$ cat src/common/ramp_defines.vh
// Constants for the LED breathing ramp update block.
`ifndef RAMP_DEFINES_VH
`define RAMP_DEFINES_VH

// ****************************************************************
// Register byte offsets on the Avalon-MM slave
// ****************************************************************
`define OFS_LAMP_CONFIG   5'h00
`define OFS_RAMP_STATUS   5'h04
`define OFS_STEP_SIZES    5'h0C
`define OFS_INTERVALS     5'h10
`define OFS_TURN_ON_SKEW  5'h14

// ****************************************************************
// Field positions in lamp_config_reg
// ****************************************************************
`define CFG_RUN_BIT       0
`define CFG_EVEN_BIT      1
`define CFG_UPD_BIT       2
`define CFG_SYNC_BIT      3
`define CFG_TIMEBASE_BIT  4
`define CFG_RES_LSB       5

// ****************************************************************
// Field positions in the ramp status register
// ****************************************************************
`define STS_FALLING_BIT   8
`define STS_ON_BIT        9
`define STS_SEG_LSB       10

// ****************************************************************
// Resolution codes, clip limits and reset values
// ****************************************************************
`define RES_8BIT          2'h0
`define RES_7BIT          2'h1
`define RES_6BIT          2'h2
`define MAX_8BIT          8'hFF
`define MAX_7BIT          8'h7F
`define MAX_6BIT          8'h3F
`define RST_WORD          32'h0000_0000
`define RST_SKEW          8'h00
`define RST_DUTY          8'h00

`endif

$ cat src/logic/hold_reg.v
// Register with a software holding copy and an active copy.
`timescale 1ns/1ps

module hold_reg #(
   parameter        WIDTH     = 32,
   parameter [31:0] RST_VALUE = 32'h0000_0000
) (
   input  wire             ref_clk,
   input  wire             rst,
   input  wire             load,
   input  wire [WIDTH-1:0] load_data,
   input  wire             apply,
   output reg  [WIDTH-1:0] hold_q,
   output reg  [WIDTH-1:0] active_q
);

   // ****************************************************************
   // Holding copy
   // ****************************************************************

   // Software may write at any time; the value waits here unseen.
   always @(posedge ref_clk) begin
      if (rst) begin
         hold_q <= RST_VALUE[WIDTH-1:0];
      end else if (load) begin
         hold_q <= load_data;
      end
   end

   // ****************************************************************
   // Active copy
   // ****************************************************************

   // The active copy only moves at a period end with update enabled.
   // A write landing on the same edge as the apply is still held and
   // moves over at the next apply.
   always @(posedge ref_clk) begin
      if (rst) begin
         active_q <= RST_VALUE[WIDTH-1:0];
      end else if (apply) begin
         active_q <= hold_q; // [RULE6]
      end
   end

endmodule

$ cat src/logic/led_breathing_ramp_update.v
// Ramp update logic of a breathing LED PWM unit, with Avalon-MM registers.
//
// Notes on behaviour
// (RULE1) Period end adjusts duty by indexed step field.
// (RULE2) Eight 4-bit interval fields, one per segment.
// (RULE3) Interval N waits N plus one periods.
// (RULE4) Symmetric index is duty bits 7:5.
// (RULE5) Asymmetric index: falling flag, duty bits 7:6.
// (RULE6) Writes held, applied at period end if enabled.
// (RULE7) Reads return active copy, not held value.
// (RULE8) Delay turn-on after enable, resume, sync.
// (RULE9) Delay counts selected timebase; zero adds none.
// (RULE10) Software gives each output a distinct delay.
// (RULE11) Step N is N+1; low bits dropped by resolution.
// (RULE12) Add rising, subtract falling, clip to range.
//
// Register access over Avalon-MM is this design's own decision.
`timescale 1ns/1ps
`include "ramp_defines.vh"

module led_breathing_ramp_update #(
   parameter DUTY_W  = 8,
   parameter SKEW_W  = 8,
   parameter FIELD_W = 4
) (
   input  wire              ref_clk,
   input  wire              rst,
   input  wire [4:0]        avs_address,
   input  wire              avs_read,
   input  wire              avs_write,
   input  wire [31:0]       avs_writedata,
   input  wire [3:0]        avs_byteenable,
   output reg  [31:0]       avs_readdata,
   output reg               avs_waitrequest,
   input  wire              pwm_period_end,
   input  wire              slow_tick,
   input  wire              resume_pulse,
   output reg  [DUTY_W-1:0] duty_q,
   output reg               ramp_falling_q,
   output reg               led_on_q
);

   // ****************************************************************
   // Turn-on state machine codes
   // ****************************************************************
   localparam [2:0] ST_IDLE = 3'b001; // Output held off.
   localparam [2:0] ST_WAIT = 3'b010; // Counting the turn-on skew.
   localparam [2:0] ST_ON   = 3'b100; // Output running.

   // ****************************************************************
   // Declarations
   // ****************************************************************
   reg              run_en_q;        // Ramp and output enable.
   reg              run_en_prev_q;   // Last enable, for edge detect.
   reg              even_ramp_q;     // even_ramp_select: symmetric index.
   reg              upd_en_q;        // Enable update of active copies from holding copies.
   reg              timebase_q;      // timebase_select: 1 uses slow_tick.
   reg  [1:0]       res_q;           // Duty resolution code.
   reg              sync_evt_q;      // One-cycle pulse from a sync write.
   reg  [SKEW_W-1:0] skew_q;         // Turn-on skew count.
   reg  [FIELD_W-1:0] wait_cnt_q;    // Periods seen since last update.
   reg  [2:0]       state_q;         // Turn-on state.
   reg  [SKEW_W-1:0] delay_cnt_q;    // Remaining skew counts.
   reg  [31:0]      rd_mux;          // Read data selected by address.
   wire [31:0]      step_hold;       // Pending step sizes.
   wire [31:0]      step_act;        // Active step sizes.
   wire [31:0]      intv_hold;       // Pending intervals.
   wire [31:0]      intv_act;        // Active intervals.
   wire             wr_go;           // Write commits on this edge.
   wire             apply;           // Holding copies move over.
   wire [2:0]       seg_idx;         // Current segment index.
   wire [FIELD_W-1:0] step_field;    // Step field for this segment.
   wire [FIELD_W-1:0] intv_field;    // Interval field for this segment.
   wire [DUTY_W-1:0] step_amt;       // Resolved step amount.
   wire [DUTY_W-1:0] duty_max;       // Clip ceiling for resolution.
   wire [DUTY_W:0]  duty_sum;        // Rising sum with carry.
   wire             ramp_go;         // Ramp may move this period.
   wire             start_evt;       // Any turn-on trigger.
   wire             tick;            // One count of the skew timebase.

   // ****************************************************************
   // Functions
   // ****************************************************************

   // Picks the 4-bit field of a word that a segment index names.
   function [3:0] pick_field;
      input [31:0] word;
      input [2:0]  idx;
      begin
         pick_field = word[{idx, 2'b00} +: 4]; // [RULE1] [RULE2]
      end
   endfunction

   // Merges write data into an old word under the byte enables.
   function [31:0] merge_bytes;
      input [31:0] old;
      input [31:0] wdata;
      input [3:0]  be;
      integer      i;
      begin
         merge_bytes = old;
         for (i = 0; i < 4; i = i + 1) begin
            if (be[i]) begin
               merge_bytes[i*8 +: 8] = wdata[i*8 +: 8];
            end
         end
      end
   endfunction

   // Turns a step field into a duty change. The field means N plus
   // one, and coarser resolutions drop the low bits so the ramp keeps
   // the same shape over a smaller range.
   function [7:0] step_amount;
      input [3:0] field;
      input [1:0] res;
      begin
         case (res)
            `RES_8BIT: step_amount = {4'h0, field} + 8'h01;        // [RULE11]
            `RES_7BIT: step_amount = {5'h00, field[3:1]} + 8'h01;  // [RULE11]
            default:   step_amount = {6'h00, field[3:2]} + 8'h01;  // [RULE11]
         endcase
      end
   endfunction

   // Highest duty value allowed at a resolution.
   function [7:0] res_limit;
      input [1:0] res;
      begin
         case (res)
            `RES_8BIT: res_limit = `MAX_8BIT;
            `RES_7BIT: res_limit = `MAX_7BIT;
            default:   res_limit = `MAX_6BIT;
         endcase
      end
   endfunction

   // ****************************************************************
   // Bus handshake
   // ****************************************************************

   // A request is seen with waitrequest high, answered one cycle later
   // with waitrequest low, and committed at the edge that samples it
   // low. Waitrequest rises again at once, so every access costs two
   // edges and never more.
   always @(posedge ref_clk) begin
      if (rst) begin
         avs_waitrequest <= 1'b1;
         avs_readdata    <= `RST_WORD;
      end else if ((avs_read || avs_write) && avs_waitrequest) begin
         avs_waitrequest <= 1'b0;
         avs_readdata    <= avs_read ? rd_mux : `RST_WORD;
      end else begin
         avs_waitrequest <= 1'b1;
      end
   end

   assign wr_go = avs_write && !avs_waitrequest;
   assign apply = pwm_period_end && upd_en_q; // [RULE6]

   // ****************************************************************
   // Read decode
   // ****************************************************************

   // Ramp registers read back their active copy, so software sees
   // what the hardware uses. Unmapped offsets read as zero.
   always @* begin
      rd_mux = `RST_WORD;
      if (avs_address == `OFS_LAMP_CONFIG) begin
         rd_mux[`CFG_RUN_BIT]      = run_en_q;
         rd_mux[`CFG_EVEN_BIT]     = even_ramp_q;
         rd_mux[`CFG_UPD_BIT]      = upd_en_q;
         rd_mux[`CFG_TIMEBASE_BIT] = timebase_q;
         rd_mux[`CFG_RES_LSB +: 2] = res_q;
      end else if (avs_address == `OFS_RAMP_STATUS) begin
         rd_mux[DUTY_W-1:0]        = duty_q;
         rd_mux[`STS_FALLING_BIT]  = ramp_falling_q;
         rd_mux[`STS_ON_BIT]       = led_on_q;
         rd_mux[`STS_SEG_LSB +: 3] = seg_idx;
      end else if (avs_address == `OFS_STEP_SIZES) begin
         rd_mux = step_act;   // [RULE7]
      end else if (avs_address == `OFS_INTERVALS) begin
         rd_mux = intv_act;   // [RULE7]
      end else if (avs_address == `OFS_TURN_ON_SKEW) begin
         rd_mux[SKEW_W-1:0] = skew_q;
      end
   end

   // ****************************************************************
   // Configuration and skew registers
   // ****************************************************************

   // The sync bit is a command, not a state: writing one raises a
   // single-cycle event and the bit reads back as zero.
   always @(posedge ref_clk) begin
      if (rst) begin
         run_en_q    <= 1'b0;
         even_ramp_q <= 1'b0;
         upd_en_q    <= 1'b0;
         timebase_q  <= 1'b0;
         res_q       <= `RES_8BIT;
         sync_evt_q  <= 1'b0;
         skew_q      <= `RST_SKEW;
      end else begin
         sync_evt_q <= 1'b0;
         if (wr_go && avs_address == `OFS_LAMP_CONFIG && avs_byteenable[0]) begin
            run_en_q    <= avs_writedata[`CFG_RUN_BIT];
            even_ramp_q <= avs_writedata[`CFG_EVEN_BIT];
            upd_en_q    <= avs_writedata[`CFG_UPD_BIT];
            timebase_q  <= avs_writedata[`CFG_TIMEBASE_BIT];
            res_q       <= avs_writedata[`CFG_RES_LSB +: 2];
            sync_evt_q  <= avs_writedata[`CFG_SYNC_BIT];
         end
         if (wr_go && avs_address == `OFS_TURN_ON_SKEW && avs_byteenable[0]) begin
            skew_q <= avs_writedata[SKEW_W-1:0];
         end
      end
   end

   // ****************************************************************
   // Step and interval registers with holding copies
   // ****************************************************************

   hold_reg #(
      .WIDTH     (32),
      .RST_VALUE (`RST_WORD)
   ) step_regs (
      .ref_clk   (ref_clk),
      .rst       (rst),
      .load      (wr_go && avs_address == `OFS_STEP_SIZES),
      .load_data (merge_bytes(step_hold, avs_writedata, avs_byteenable)),
      .apply     (apply),
      .hold_q    (step_hold),
      .active_q  (step_act)
   );

   hold_reg #(
      .WIDTH     (32),
      .RST_VALUE (`RST_WORD)
   ) intv_regs (
      .ref_clk   (ref_clk),
      .rst       (rst),
      .load      (wr_go && avs_address == `OFS_INTERVALS),
      .load_data (merge_bytes(intv_hold, avs_writedata, avs_byteenable)),
      .apply     (apply),
      .hold_q    (intv_hold),
      .active_q  (intv_act)
   );

   // ****************************************************************
   // Segment selection
   // ****************************************************************

   // Symmetric ramps share one profile up and down; asymmetric ramps
   // give the falling half its own four segments.
   assign seg_idx = even_ramp_q ? duty_q[7:5]                    // [RULE4]
                                : {ramp_falling_q, duty_q[7:6]}; // [RULE5]

   assign step_field = pick_field(step_act, seg_idx); // [RULE1]
   assign intv_field = pick_field(intv_act, seg_idx); // [RULE2]
   assign step_amt   = step_amount(step_field, res_q);
   assign duty_max   = res_limit(res_q);
   assign duty_sum   = {1'b0, duty_q} + {1'b0, step_amt};
   assign ramp_go    = pwm_period_end && run_en_q && (state_q == ST_ON);

   // ****************************************************************
   // Duty ramp
   // ****************************************************************

   // Counts period ends in the current segment and moves the duty once
   // the count reaches the interval field, so field N spans N plus one
   // periods. The counter restarts after each move, which means a new
   // segment's interval takes effect at once, counted from the move into it.
   always @(posedge ref_clk) begin
      if (rst) begin
         duty_q         <= `RST_DUTY;
         ramp_falling_q <= 1'b0;
         wait_cnt_q     <= {FIELD_W{1'b0}};
      end else if (!run_en_q) begin
         duty_q         <= `RST_DUTY;
         ramp_falling_q <= 1'b0;
         wait_cnt_q     <= {FIELD_W{1'b0}};
      end else if (ramp_go) begin
         if (wait_cnt_q >= intv_field) begin // [RULE3]
            wait_cnt_q <= {FIELD_W{1'b0}};
            if (!ramp_falling_q) begin
               // Rising: clip at the ceiling and turn round there.
               if (duty_sum >= {1'b0, duty_max}) begin // [RULE12]
                  duty_q         <= duty_max;
                  ramp_falling_q <= 1'b1;
               end else begin
                  duty_q <= duty_sum[DUTY_W-1:0]; // [RULE1] [RULE12]
               end
            end else begin
               // Falling: clip at zero and turn round there.
               if (duty_q <= step_amt) begin // [RULE12]
                  duty_q         <= `RST_DUTY;
                  ramp_falling_q <= 1'b0;
               end else begin
                  duty_q <= duty_q - step_amt; // [RULE1] [RULE12]
               end
            end
         end else begin
            wait_cnt_q <= wait_cnt_q + {{(FIELD_W-1){1'b0}}, 1'b1}; // [RULE3]
         end
      end
   end

   // ****************************************************************
   // Turn-on skew
   // ****************************************************************

   // Skew counts either every clock or slow timebase ticks only.
   assign tick = timebase_q ? slow_tick : 1'b1; // [RULE9]

   // Enable rising, a resume from sleep or a sync command restart the
   // delay. The output stays off while counting so that several LEDs
   // given distinct skews switch on at distinct moments, spreading
   // the inrush current.
   assign start_evt = run_en_q && ((!run_en_prev_q) || resume_pulse || sync_evt_q); // [RULE8]

   // Turn-on state machine; disable always wins and drops the output.
   always @(posedge ref_clk) begin
      if (rst) begin
         state_q       <= ST_IDLE;
         delay_cnt_q   <= {SKEW_W{1'b0}};
         led_on_q      <= 1'b0;
         run_en_prev_q <= 1'b0;
      end else begin
         run_en_prev_q <= run_en_q;
         if (!run_en_q) begin
            state_q  <= ST_IDLE;
            led_on_q <= 1'b0;
         end else if (start_evt) begin
            delay_cnt_q <= skew_q;
            if (skew_q == {SKEW_W{1'b0}}) begin // [RULE9]
               state_q  <= ST_ON;
               led_on_q <= 1'b1;
            end else begin
               state_q  <= ST_WAIT; // [RULE8]
               led_on_q <= 1'b0;
            end
         end else begin
            case (state_q)
               ST_WAIT: begin
                  if (tick) begin
                     if (delay_cnt_q == {{(SKEW_W-1){1'b0}}, 1'b1}) begin // [RULE8]
                        state_q  <= ST_ON;
                        led_on_q <= 1'b1;
                     end else begin
                        delay_cnt_q <= delay_cnt_q - {{(SKEW_W-1){1'b0}}, 1'b1};
                     end
                  end
               end
               ST_ON: begin
                  led_on_q <= 1'b1;
               end
               default: begin
                  state_q  <= ST_IDLE;
                  led_on_q <= 1'b0;
               end
            endcase
         end
      end
   end

endmodule

$ cat config.mk
export PLATFORM = sky130hd
export DESIGN_NAME = led_breathing_ramp_update
export DESIGN_NICKNAME = d
export VERILOG_FILES = /design/src/logic/hold_reg.v /design/src/logic/led_breathing_ramp_update.v
export VERILOG_INCLUDE_DIRS = /design/src /design/src/common
export SDC_FILE = /design/constraint.sdc
export NUM_CORES = 1
export LEC_CHECK = 0
export BUFFER_PORTS_ARGS = -buffer_cell sky130_fd_sc_hd__buf_2
export CAP_MARGIN = 40
export CORE_MARGIN = 1
export CORE_UTILIZATION = 57
export DETAILED_ROUTE_END_ITERATION = 6
export HOLD_SLACK_MARGIN = 0.03
export MAX_ROUTING_LAYER = met4
export PLACE_DENSITY = 0.77
export SYNTH_ARGS = -nofsm -noshare
export SYNTH_HDL_FRONTEND = slang
export SYNTH_SLANG_ARGS = --single-unit
$ cat constraint.sdc
create_clock -name ref_clk -period 9.2 [get_ports ref_clk]
set_input_delay 0.92 -clock ref_clk [delete_from_list [all_inputs] [get_ports ref_clk]]
set_output_delay 0.92 -clock ref_clk [all_outputs]
set_load 0.05 [all_outputs]
==> flow_summary.toml, run 1 <==
[cts]
cts_tree = "built"
cts.htree.levels = 1
post_cts_resized = 0
clk_pin_slew_ps = 60
numCtsBuffers = 21
post-cts-setup-buffer-count = 0
clk_latency_ps = 510
hold_buffers = 0
cts_root_buf = "clkbuf_16"
cts_buffer_depth = 3
cts_sinks = 202

[layout]
final_cell_mix = "dfxtp_1 (202), nand2_1 (175), nor2_1 (144)"
diodes = 0
num-fill-cells = 1432
drive_above_1_share = 0.1395
design_area_sq_um = 10890
regArea_sq_um = 4044
multi_input_area_sq_um = 5201
mostFrequentLayoutCell = "dfxtp_1"
syn_to_final_growth_pct = 12.56
nNetsFinal = 1254

[placement]
place_hpwl_um = 18450
portBuffers = 90
globalplace.congestion = 0.9522
place_area_sq_um = 10220

[drt]
route.detailed.wl_per_inst_um = 18.65
first_pass_iters = 7
antenna_left = 0
routed_wl_um = 26420
vias = 8556
drt_iter0_markers = 796
drcViolationCount = 4
vias_per_cell = 6.038

[synthesis]
ys_async_sr_fraction = 0
synth_area_leaders = "dfxtp_1 (42%), mux2i_1 (9.6%), nand2_1 (6.8%), nor2_1 (5.6%), a21oi_1 (5.2%)"
synthMuxAreaShare = 0.1097
synth_top_area_cell = "dfxtp_1"
synth_seq_cells = 202
postSynthAreaPerCell_sq_um = 8.500
syn_area_sq_um = 9673
yosys.area_share.adder = 0.03260
synthFlopType = "dfxtp_1"
syn_nets = 1210
synth_top_cell_area_share = 0.4181
yosys.area_share.simple = 0.1917
synth_top_family_by_area = "simple AND/OR/NAND/NOR gates"
synth_edf_count = 0
yosys_warnings = 0
netlist_instances = 1138
synth_compound_area_frac = 0.1855
yosysSeqAreaShare = 0.4181
synthXorXnorAreaFrac = 0.01720
synth_cell_types = 75

[sta]
fin_skew_ps = 13.48
finalSetupViolations = 0
max_freq_mhz = 159.1
finalCritPeriodShare = 0.6831
worst_pin_slew_ps = 790.2
fin_crit_ps = 6284
setup_tns_ps = 0
max_slew_margin = 0.4691
grt_setup_unrepaired = "no"
final_hold_viol_count = 0
report.final.slew_viol_count = 0
holdWs_ps = 451.2

[floorplan]
ios = 91
dieArea_sq_um = 17500
rows = 47
start_util = 0.5833
die_y_um = 132.3
die_x_um = 132.3
core_sq_um = 16580

[power]
p_leak_nw = 4.123
p_per_area_nw_per_um2 = 160.8
total_power_mw = 1.751
ir_drop_uv = 137.9

[critical_path]
path_class = "flop to flop"
crit_fanout = 20
crit_arrival_ps = 6720
end_kind = "flop"
startpoint_type = "flop"
required_ps = 9640

[global_route]
grt_pass1_wl_um = 42060
antenna_found_initial = 0
grt.total_usage = 0.3092
grt_remaining_overflow = 0
grt_pass1_vias = 7870
grt_max_degree = 87

[run]
max_cap_violations = 0

[min_path]
worstHoldPathType = "flop to flop"

[status]
violations = "DRC"
status = "finished, violations left"
## path summary, 6_finish.rpt
check | start | end | slack, ps | cells past startpoint
worst max-delay path | even_ramp_q$_SDFFE_PP0P_ | duty_q[6]$_SDFFE_PP0P_ | 2920 | 21
worst min-delay path | intv_regs.hold_q[23]$_SDFFE_PP0P_ | intv_regs.active_q[23]$_SDFFE_PP0P_ | 450 | 2
worst max register to register | even_ramp_q$_SDFFE_PP0P_ | duty_q[6]$_SDFFE_PP0P_ | 2920 | 21
worst min register to register | intv_regs.hold_q[23]$_SDFFE_PP0P_ | intv_regs.active_q[23]$_SDFFE_PP0P_ | 450 | 2
## metrics by stage
stage,std cells,utilization,worst slack [ps]
floorplan,1138,-,3775
global placement,1374,0.6116,2788
detailed placement,1379,0.6165,3004
CTS,1417,0.6566,2963
global route,1417,0.6566,2492
finish,1417,0.6566,2916
## kinds of logic (layout without fill, tap and decap cells)
group | Yosys count | after routing
AND/OR/NAND/NOR | 419 | 419
AO/OA/AOI/OAI | 265 | 265
flip-flops | 202 | 202
buffers and inverters | 108 | 167
multiplexers | 101 | 101
adder cells (fa/ha/maj) | 24 | 24
XOR/XNOR | 19 | 19
## final cells by class
cell class | count | share of cell area
multi-input cells | 828 | 0.4777
clock inverters | 9 | 0.007240
clock buffers | 29 | 0.05378
flip-flops and latches | 202 | 0.3714
inverters | 23 | 0.007929
well taps | 220 | 0.02528
repair buffers | 106 | 0.05665
## registers in the layout, summed over array words and instances (netlist names), 2 cells and up
name                flops
avs_readdata           32
delay_cnt_q             8
duty_q                  8
intv_regs.active_q     32
intv_regs.hold_q       32
res_q                   2
skew_q                  8
state_q                 3
step_regs.active_q     32
step_regs.hold_q       32
wait_cnt_q              4
## power breakdown
| part | internal, mW | switching, mW |
|---|---|---|
| Combinational | 0.0152 | 0.0374 |
| Sequential | 0.875 | 0.000844 |
| Clock | 0.475 | 0.347 |
## Yosys cell counts, types with 7 or more instances
library cell	n
nand2b_1	9
clkbuf_1	66
a22o_1	19
and3_1	13
buf_2	14
nand2_1	176
ha_1	22
nand3_1	14
inv_1	22
a211oi_1	20
a21oi_1	101
xnor2_1	13
a31oi_1	8
nor3_1	8
a22oi_1	42
nor2_1	144
and2_1	12
o21ai_0	13
mux2i_1	93
dfxtp_1	202
nor2b_1	7
## critical path, stage by stage (launching register included)
cell       delay, ps
dfxtp_1          780
mux2i_2          690
buf_6            250
nor2b_1           60
a2111oi_1        410
a311oi_2         150
ha_1             330
mux2i_1           60
o21ai_0          440
inv_1            170
fa_1             450
nand2b_1         190
a2111o_1         450
a21o_1           180
and2_1           150
ha_1             170
a21oi_1          130
o21ai_0          100
or2_2            320
a31oi_1          300
mux2_2           370
o21ai_0           60
## routing by layer
layer | up-vias | global-route usage | share of wire
met5 | - | - | 0
met2 | 360 | 0.4647 | 0.45
met4 | 0 | 0.09642 | 0.023
met1 | 4037 | 0.4288 | 0.45
li1 | 4104 | - | -
met3 | 55 | 0.04460 | 0.077
No activity file was read; power rests on OpenSTA's default activity.
==> run 2: changes to the inputs <==
--- a/config.mk
+++ b/config.mk
@@ -9,7 +9,7 @@
 export BUFFER_PORTS_ARGS = -buffer_cell sky130_fd_sc_hd__buf_2
 export CAP_MARGIN = 40
 export CORE_MARGIN = 1
-export CORE_UTILIZATION = 57
+export CORE_UTILIZATION = 54
 export DETAILED_ROUTE_END_ITERATION = 6
 export HOLD_SLACK_MARGIN = 0.03
 export MAX_ROUTING_LAYER = met4
==> constraint.sdc (replaced) <==
create_clock -name ref_clk -period 5.7 [get_ports ref_clk]
set_input_delay 0.57 -clock ref_clk [delete_from_list [all_inputs] [get_ports ref_clk]]
set_output_delay 0.57 -clock ref_clk [all_outputs]
set_load 0.05 [all_outputs]
==> run 2 against run 1 <==
Maximum frequency increased by 16%. Sequential share of layout area decreased by 0.65 points. Total power increased by 67%. First-iteration DRC count decreased by 2.6%. Wire length increased by 4.4%. Critical path depth increased by 1. Cell count increased by 1.3%. Setup slack got worse by 2600 ps. Highest routed layer unchanged. The flow still finishes with violations (DRC). Critical path type unchanged.
==> flow_summary.toml, run 2 (synthesized netlist as in run 1, its figures left out) <==
[power]
ir_drop_uv = 210.6
p_leak_nw = 4.214
p_per_area_nw_per_um2 = 264.3

[floorplan]
ios = 91
die_x_um = 135.8
die_y_um = 135.8
core_sq_um = 17420
rows = 48
dieArea_sq_um = 18450
start_util = 0.5554

[critical_path]
critical-path-max-stage-delay_ps = 550
crit_fanout = 7
crit_chain = "mux2i_4, nor2b_1, a2111oi_1, a311oi_2, buf_4, buf_4, nand2_1, o21a_1, ha_1, inv_1, fa_1, nand2b_1, a2111o_1, a21o_1, and2_1, ha_1, a21oi_1, o21ai_0, or2_2, a31oi_1, mux2_2, o21ai_0"
crit_arrival_ps = 5820
slowest_stage = "a2111oi_1"
path_class = "flop to flop"
startpoint_type = "flop"
required_ps = 6130
end_kind = "flop"

[layout]
mostFrequentLayoutCell = "dfxtp_1"
stdcell_count = 1435
drive_above_1_share = 0.1512
num-fill-cells = 1498
fin_util = 0.6364
diodes = 0
nNetsFinal = 1267
final_cell_mix = "dfxtp_1 (201), nand2_1 (175), nor2_1 (144)"
syn_to_final_growth_pct = 14.59

[cts]
cts_tree = "built"
cts.htree.levels = 1
numCtsBuffers = 22
clk_pin_slew_ps = 60
cts_root_buf = "clkbuf_16"
cts_sinks = 202
cts_buffer_depth = 3
clk_latency_ps = 510
hold_buffers = 0

[drt]
drcViolationCount = 2
vias = 8656
drt_iter0_markers = 775
routed_wl_um = 27580
first_pass_iters = 7
antenna_left = 0
vias_per_cell = 6.032
route.detailed.wl_per_inst_um = 19.22

[global_route]
antenna_found_initial = 0
grt_pass1_wl_um = 43280
grt_remaining_overflow = 0
grt_max_degree = 92
grt_pass1_vias = 8101
grt.total_usage = 0.3093

[status]
status = "finished, violations left"
violations = "DRC"

[sta]
worst_pin_slew_ps = 921.9
report.final.slew_viol_count = 0
final_hold_viol_count = 0
fin_crit_ps = 5399
fin_skew_ps = 12.17
max_slew_margin = 0.3841
max_freq_mhz = 185.2
finalSetupViolations = 0
finalCritPeriodShare = 0.9472

[min_path]
worstHoldPathType = "input port to flop"

[placement]
globalplace.congestion = 0.9588
placed_cells = 1393
place_hpwl_um = 19340
portBuffers = 90

[run]
max_cap_violations = 0
-- run 2: cell count changes in the layout (fill, tap and decap cells not counted), sizes merged --
cell	delta
buf	+11
clkbuf	+3
clkinv	-2
clkinvlp	+1
inv	-1
mux2	+1
-- run 2: worst paths after layout --
path                                                            to  cells past startpoint  slack (ps)                              from
worst max-delay path                        duty_q[6]$_SDFFE_PP0P_                     22         300          even_ramp_q$_SDFFE_PP0P_
worst min-delay path              intv_regs.hold_q[8]$_SDFFE_PP0P_                      3         320                  avs_writedata[8]
worst max register to register              duty_q[6]$_SDFFE_PP0P_                     22         300          even_ramp_q$_SDFFE_PP0P_
worst min register to register  intv_regs.active_q[3]$_SDFFE_PP0P_                      2         450  intv_regs.hold_q[3]$_SDFFE_PP0P_
-- run 2: critical path, delay by kind of cell, from the launching register on --
kind,cells,cell delay [ps]
AO/OA/AOI/OAI,9,2080
AND/OR/NAND/NOR,5,850
adder cells (fa/ha/maj),3,770
multiplexers,2,750
flip-flops,1,480
buffers and inverters,3,390
-- run 2: per-stage QoR --
| step | setup TNS (ps) | total power [mW] | setup WS (ps) | hold slack, ps | cell area [sq um] |
|---|---|---|---|---|---|
| floorplan | 0 | 1.485 | 274.9 | 431.2 | 9673 |
| global placement | 0 | 1.525 | 407.7 | 438.1 | 10240 |
| detailed placement | 0 | 1.530 | 291.8 | 442.7 | 10290 |
| CTS | 0 | 2.939 | 252.8 | 314.6 | 11040 |
| global route | -4.457 | 2.999 | -4.457 | 323.8 | 11080 |
| finish | 0 | 2.930 | 300.8 | 315.8 | 11080 |
-- run 2: area by class of cell --
type                            instances  area [sq um]  share of cell area
Sequential cell                       202          4045              0.3649
Inverter                               23         86.33            0.007789
Clock inverter                          7         82.58            0.007450
Multi-Input combinational cell        829          5234              0.4722
Tap cell                              225         281.5             0.02540
Timing Repair Buffer                  117         695.7             0.06276
Clock buffer                           32         659.4             0.05949
-- run 2: power by group --
part | internal [mW] | total (mW) | switching [mW] | leakage (nW)
registers | 1.41 | 1.41 | 0.00122 | 1.63
logic | 0.0241 | 0.0858 | 0.0617 | 2.23
clock network | 0.853 | 1.43 | 0.577 | 0.354
total | 2.29 | 2.93 | 0.640 | 4.21
-- run 2: what timing repair did --
item	CTS	global route
resized for setup	0	5
setup buffers	0	2
setup endpoints to repair	0	4
-- run 2: layer usage --
layer / vias up / part of all wire / GRT usage
li1: 4134 / - / -
met3: 59 / 0.075 / 0.04101
met1: 4116 / 0.45 / 0.4306
met5: - / 0 / -
met2: 347 / 0.45 / 0.4680
met4: 0 / 0.023 / 0.08677
==> run 3: changes to the inputs <==
--- a/config.mk
+++ b/config.mk
@@ -11,6 +11,7 @@
 export CORE_MARGIN = 1
 export CORE_UTILIZATION = 54
 export DETAILED_ROUTE_END_ITERATION = 6
+export GPL_TIMING_DRIVEN = 0
 export HOLD_SLACK_MARGIN = 0.03
 export MAX_ROUTING_LAYER = met4
 export PLACE_DENSITY = 0.77
==> run 3 against run 2 <==
The flow now finishes without violations. Register-to-register slack worse by 80 ps. Utilization grew 0.73 points. Die area unchanged. Maximum frequency down 1.4%. Clock power about the same. Cell count up 4.1%. Cell area grew 1.2%. Combinational power rose by 8.2%. Critical path depth up 1. Total power increased by 0.92%. Global-route usage up 3.1 points. Worst hold slack better by 3.8 ps.
==> flow_summary.toml, run 3 (synthesized netlist as in run 1, its figures left out) <==
[layout]
stdcell_count = 1494
syn_to_final_growth_pct = 15.91
drive_above_1_share = 0.1403
num-fill-cells = 1529
final_cell_mix = "dfxtp_1 (199), nand2_1 (176), nor2_1 (144)"
mostFrequentLayoutCell = "dfxtp_1"
nNetsFinal = 1326
diodes = 0

[floorplan]
dieArea_sq_um = 18450
die_x_um = 135.8
core_sq_um = 17420
rows = 48
ios = 91
die_y_um = 135.8
start_util = 0.5554

[critical_path]
required_ps = 6080
r2r_setup_slack_ps = 230
path_class = "flop to flop"
crit_arrival_ps = 5850
end_kind = "flop"
startpoint_type = "flop"
crit_fanout = 10

[placement]
placed_cells = 1453
place_ws_ps = -571.5
portBuffers = 90
place_hpwl_um = 22530
globalplace.congestion = 0.9779

[drt]
drcViolationCount = 0
route.detailed.wl_per_inst_um = 20.22
first_pass_iters = 6
antenna_left = 0
vias = 9129
routed_wl_um = 30210
drt_iter0_markers = 833
vias_per_cell = 6.110

[power]
total_power_mw = 2.957
ir_drop_uv = 233.0
p_leak_nw = 4.251
p_per_area_nw_per_um2 = 263.7

[min_path]
worstHoldPathType = "input port to flop"

[sta]
final_hold_viol_count = 0
fin_crit_ps = 5474
worst_pin_slew_ps = 838.9
worst_slack_ps = 225.5
finalCritPeriodShare = 0.9604
max_slew_margin = 0.4247
report.final.slew_viol_count = 0
fin_skew_ps = 24.81
max_freq_mhz = 182.7
finalSetupViolations = 0
grt_setup_unrepaired = "no"

[global_route]
grt_pass1_vias = 8603
grt_max_degree = 14
grt_pass1_wl_um = 46690
antenna_found_initial = 0
grt_remaining_overflow = 0
grt.total_usage = 0.3402

[cts]
cts.htree.levels = 1
cts_sinks = 202
clk_pin_slew_ps = 70
clk_latency_ps = 520
cts_tree = "built"
numCtsBuffers = 22
cts_buffer_depth = 3
cts_root_buf = "clkbuf_16"

[run]
max_cap_violations = 0

[status]
status = "complete, no violations"
## run 3: cell types whose count changed in the layout (fill, tap and decap cells not counted), moves of 2 or more
cell,change
dfxtp_1,-2
clkbuf_4,+3
dfxtp_2,+2
buf_4,-20
clkbuf_8,-2
clkinv_2,+2
buf_2,+13
clkbuf_1,+64
buf_16,-2
## run 3: path summary, 6_finish.rpt
| kind | to | start | depth (start not counted) |
|---|---|---|---|
| max | duty_q[6]$_SDFFE_PP0P_ | even_ramp_q$_SDFFE_PP0P_ | 23 |
| min | intv_regs.hold_q[10]$_SDFFE_PP0P_ | avs_writedata[10] | 3 |
| max reg2reg | duty_q[6]$_SDFFE_PP0P_ | even_ramp_q$_SDFFE_PP0P_ | 23 |
| min reg2reg | intv_regs.active_q[1]$_SDFFE_PP0P_ | intv_regs.hold_q[1]$_SDFFE_PP0P_ | 2 |
## run 3: power breakdown
part,switching (mW),internal [mW],leakage (nW),total [mW]
clock,0.580,0.870,0.356,1.45
combinational,0.0702,0.0226,2.27,0.0928
sequential,0.00112,1.41,1.63,1.41
## run 3: cell type report
class / count / area [sq um] / share of cell area
buffer: 85 / 369.1 / 0.03292
clock buffer: 31 / 635.6 / 0.05669
clock inverter: 8 / 98.84 / 0.008816
inverter: 23 / 86.33 / 0.007700
multi-input combinational: 828 / 5228 / 0.4662
sequential: 202 / 4048 / 0.3610
tap: 225 / 281.5 / 0.02511
timing repair buffer: 92 / 465.4 / 0.04151
## run 3: per-stage QoR
| stage | instance area (sq um) | hold slack (ps) | utilization | TNS, ps |
|---|---|---|---|---|
| after floorplan | 9673 | 431.2 | - | 0 |
| after global placement | 10410 | 437.4 | 0.5974 | -2172 |
| after detailed placement | 10410 | 443.1 | 0.5974 | -2370 |
| after CTS | 11180 | 315.8 | 0.6419 | 0 |
| after global routing | 11210 | 331.6 | 0.6438 | 0 |
| final | 11210 | 319.6 | 0.6438 | 0 |
## run 3: worst max-delay path, cell delays in order, from the launching register on
cell and delay, ps:
dfxtp_2 380, buf_6 160, mux2i_1 720, nand2_1 120, o22ai_1 210, a311oi_2 100
ha_2 240, inv_1 90, nor2_1 50, a32oi_1 260, xnor2_1 170, a21oi_1 100
ha_1 300, clkbuf_4 180, o21ba_2 200, a2111o_1 410, nand4_1 160, ha_1 270
a21oi_1 140, o21ai_1 100, or2_4 270, a31oi_4 200, mux2_2 350, o21ai_0 140
## run 3: metal layers
metal  part of all wire  vias to the layer above  track usage
met1               0.43                     4309       0.4501
met3              0.083                       98      0.04735
met5                  0                        -            -
met2               0.45                      474       0.5179
li1                   -                     4248            -
met4              0.039                        0       0.1473
## run 3: timing repair
| action | in CTS | in global routing |
|---|---|---|
| setup buffers | 0 | 2 |
| gates resized for setup | 11 | 12 |
| pin swaps | 2 | 4 |
| hold buffers | 0 | 0 |
| setup endpoints to repair | 7 | 6 |
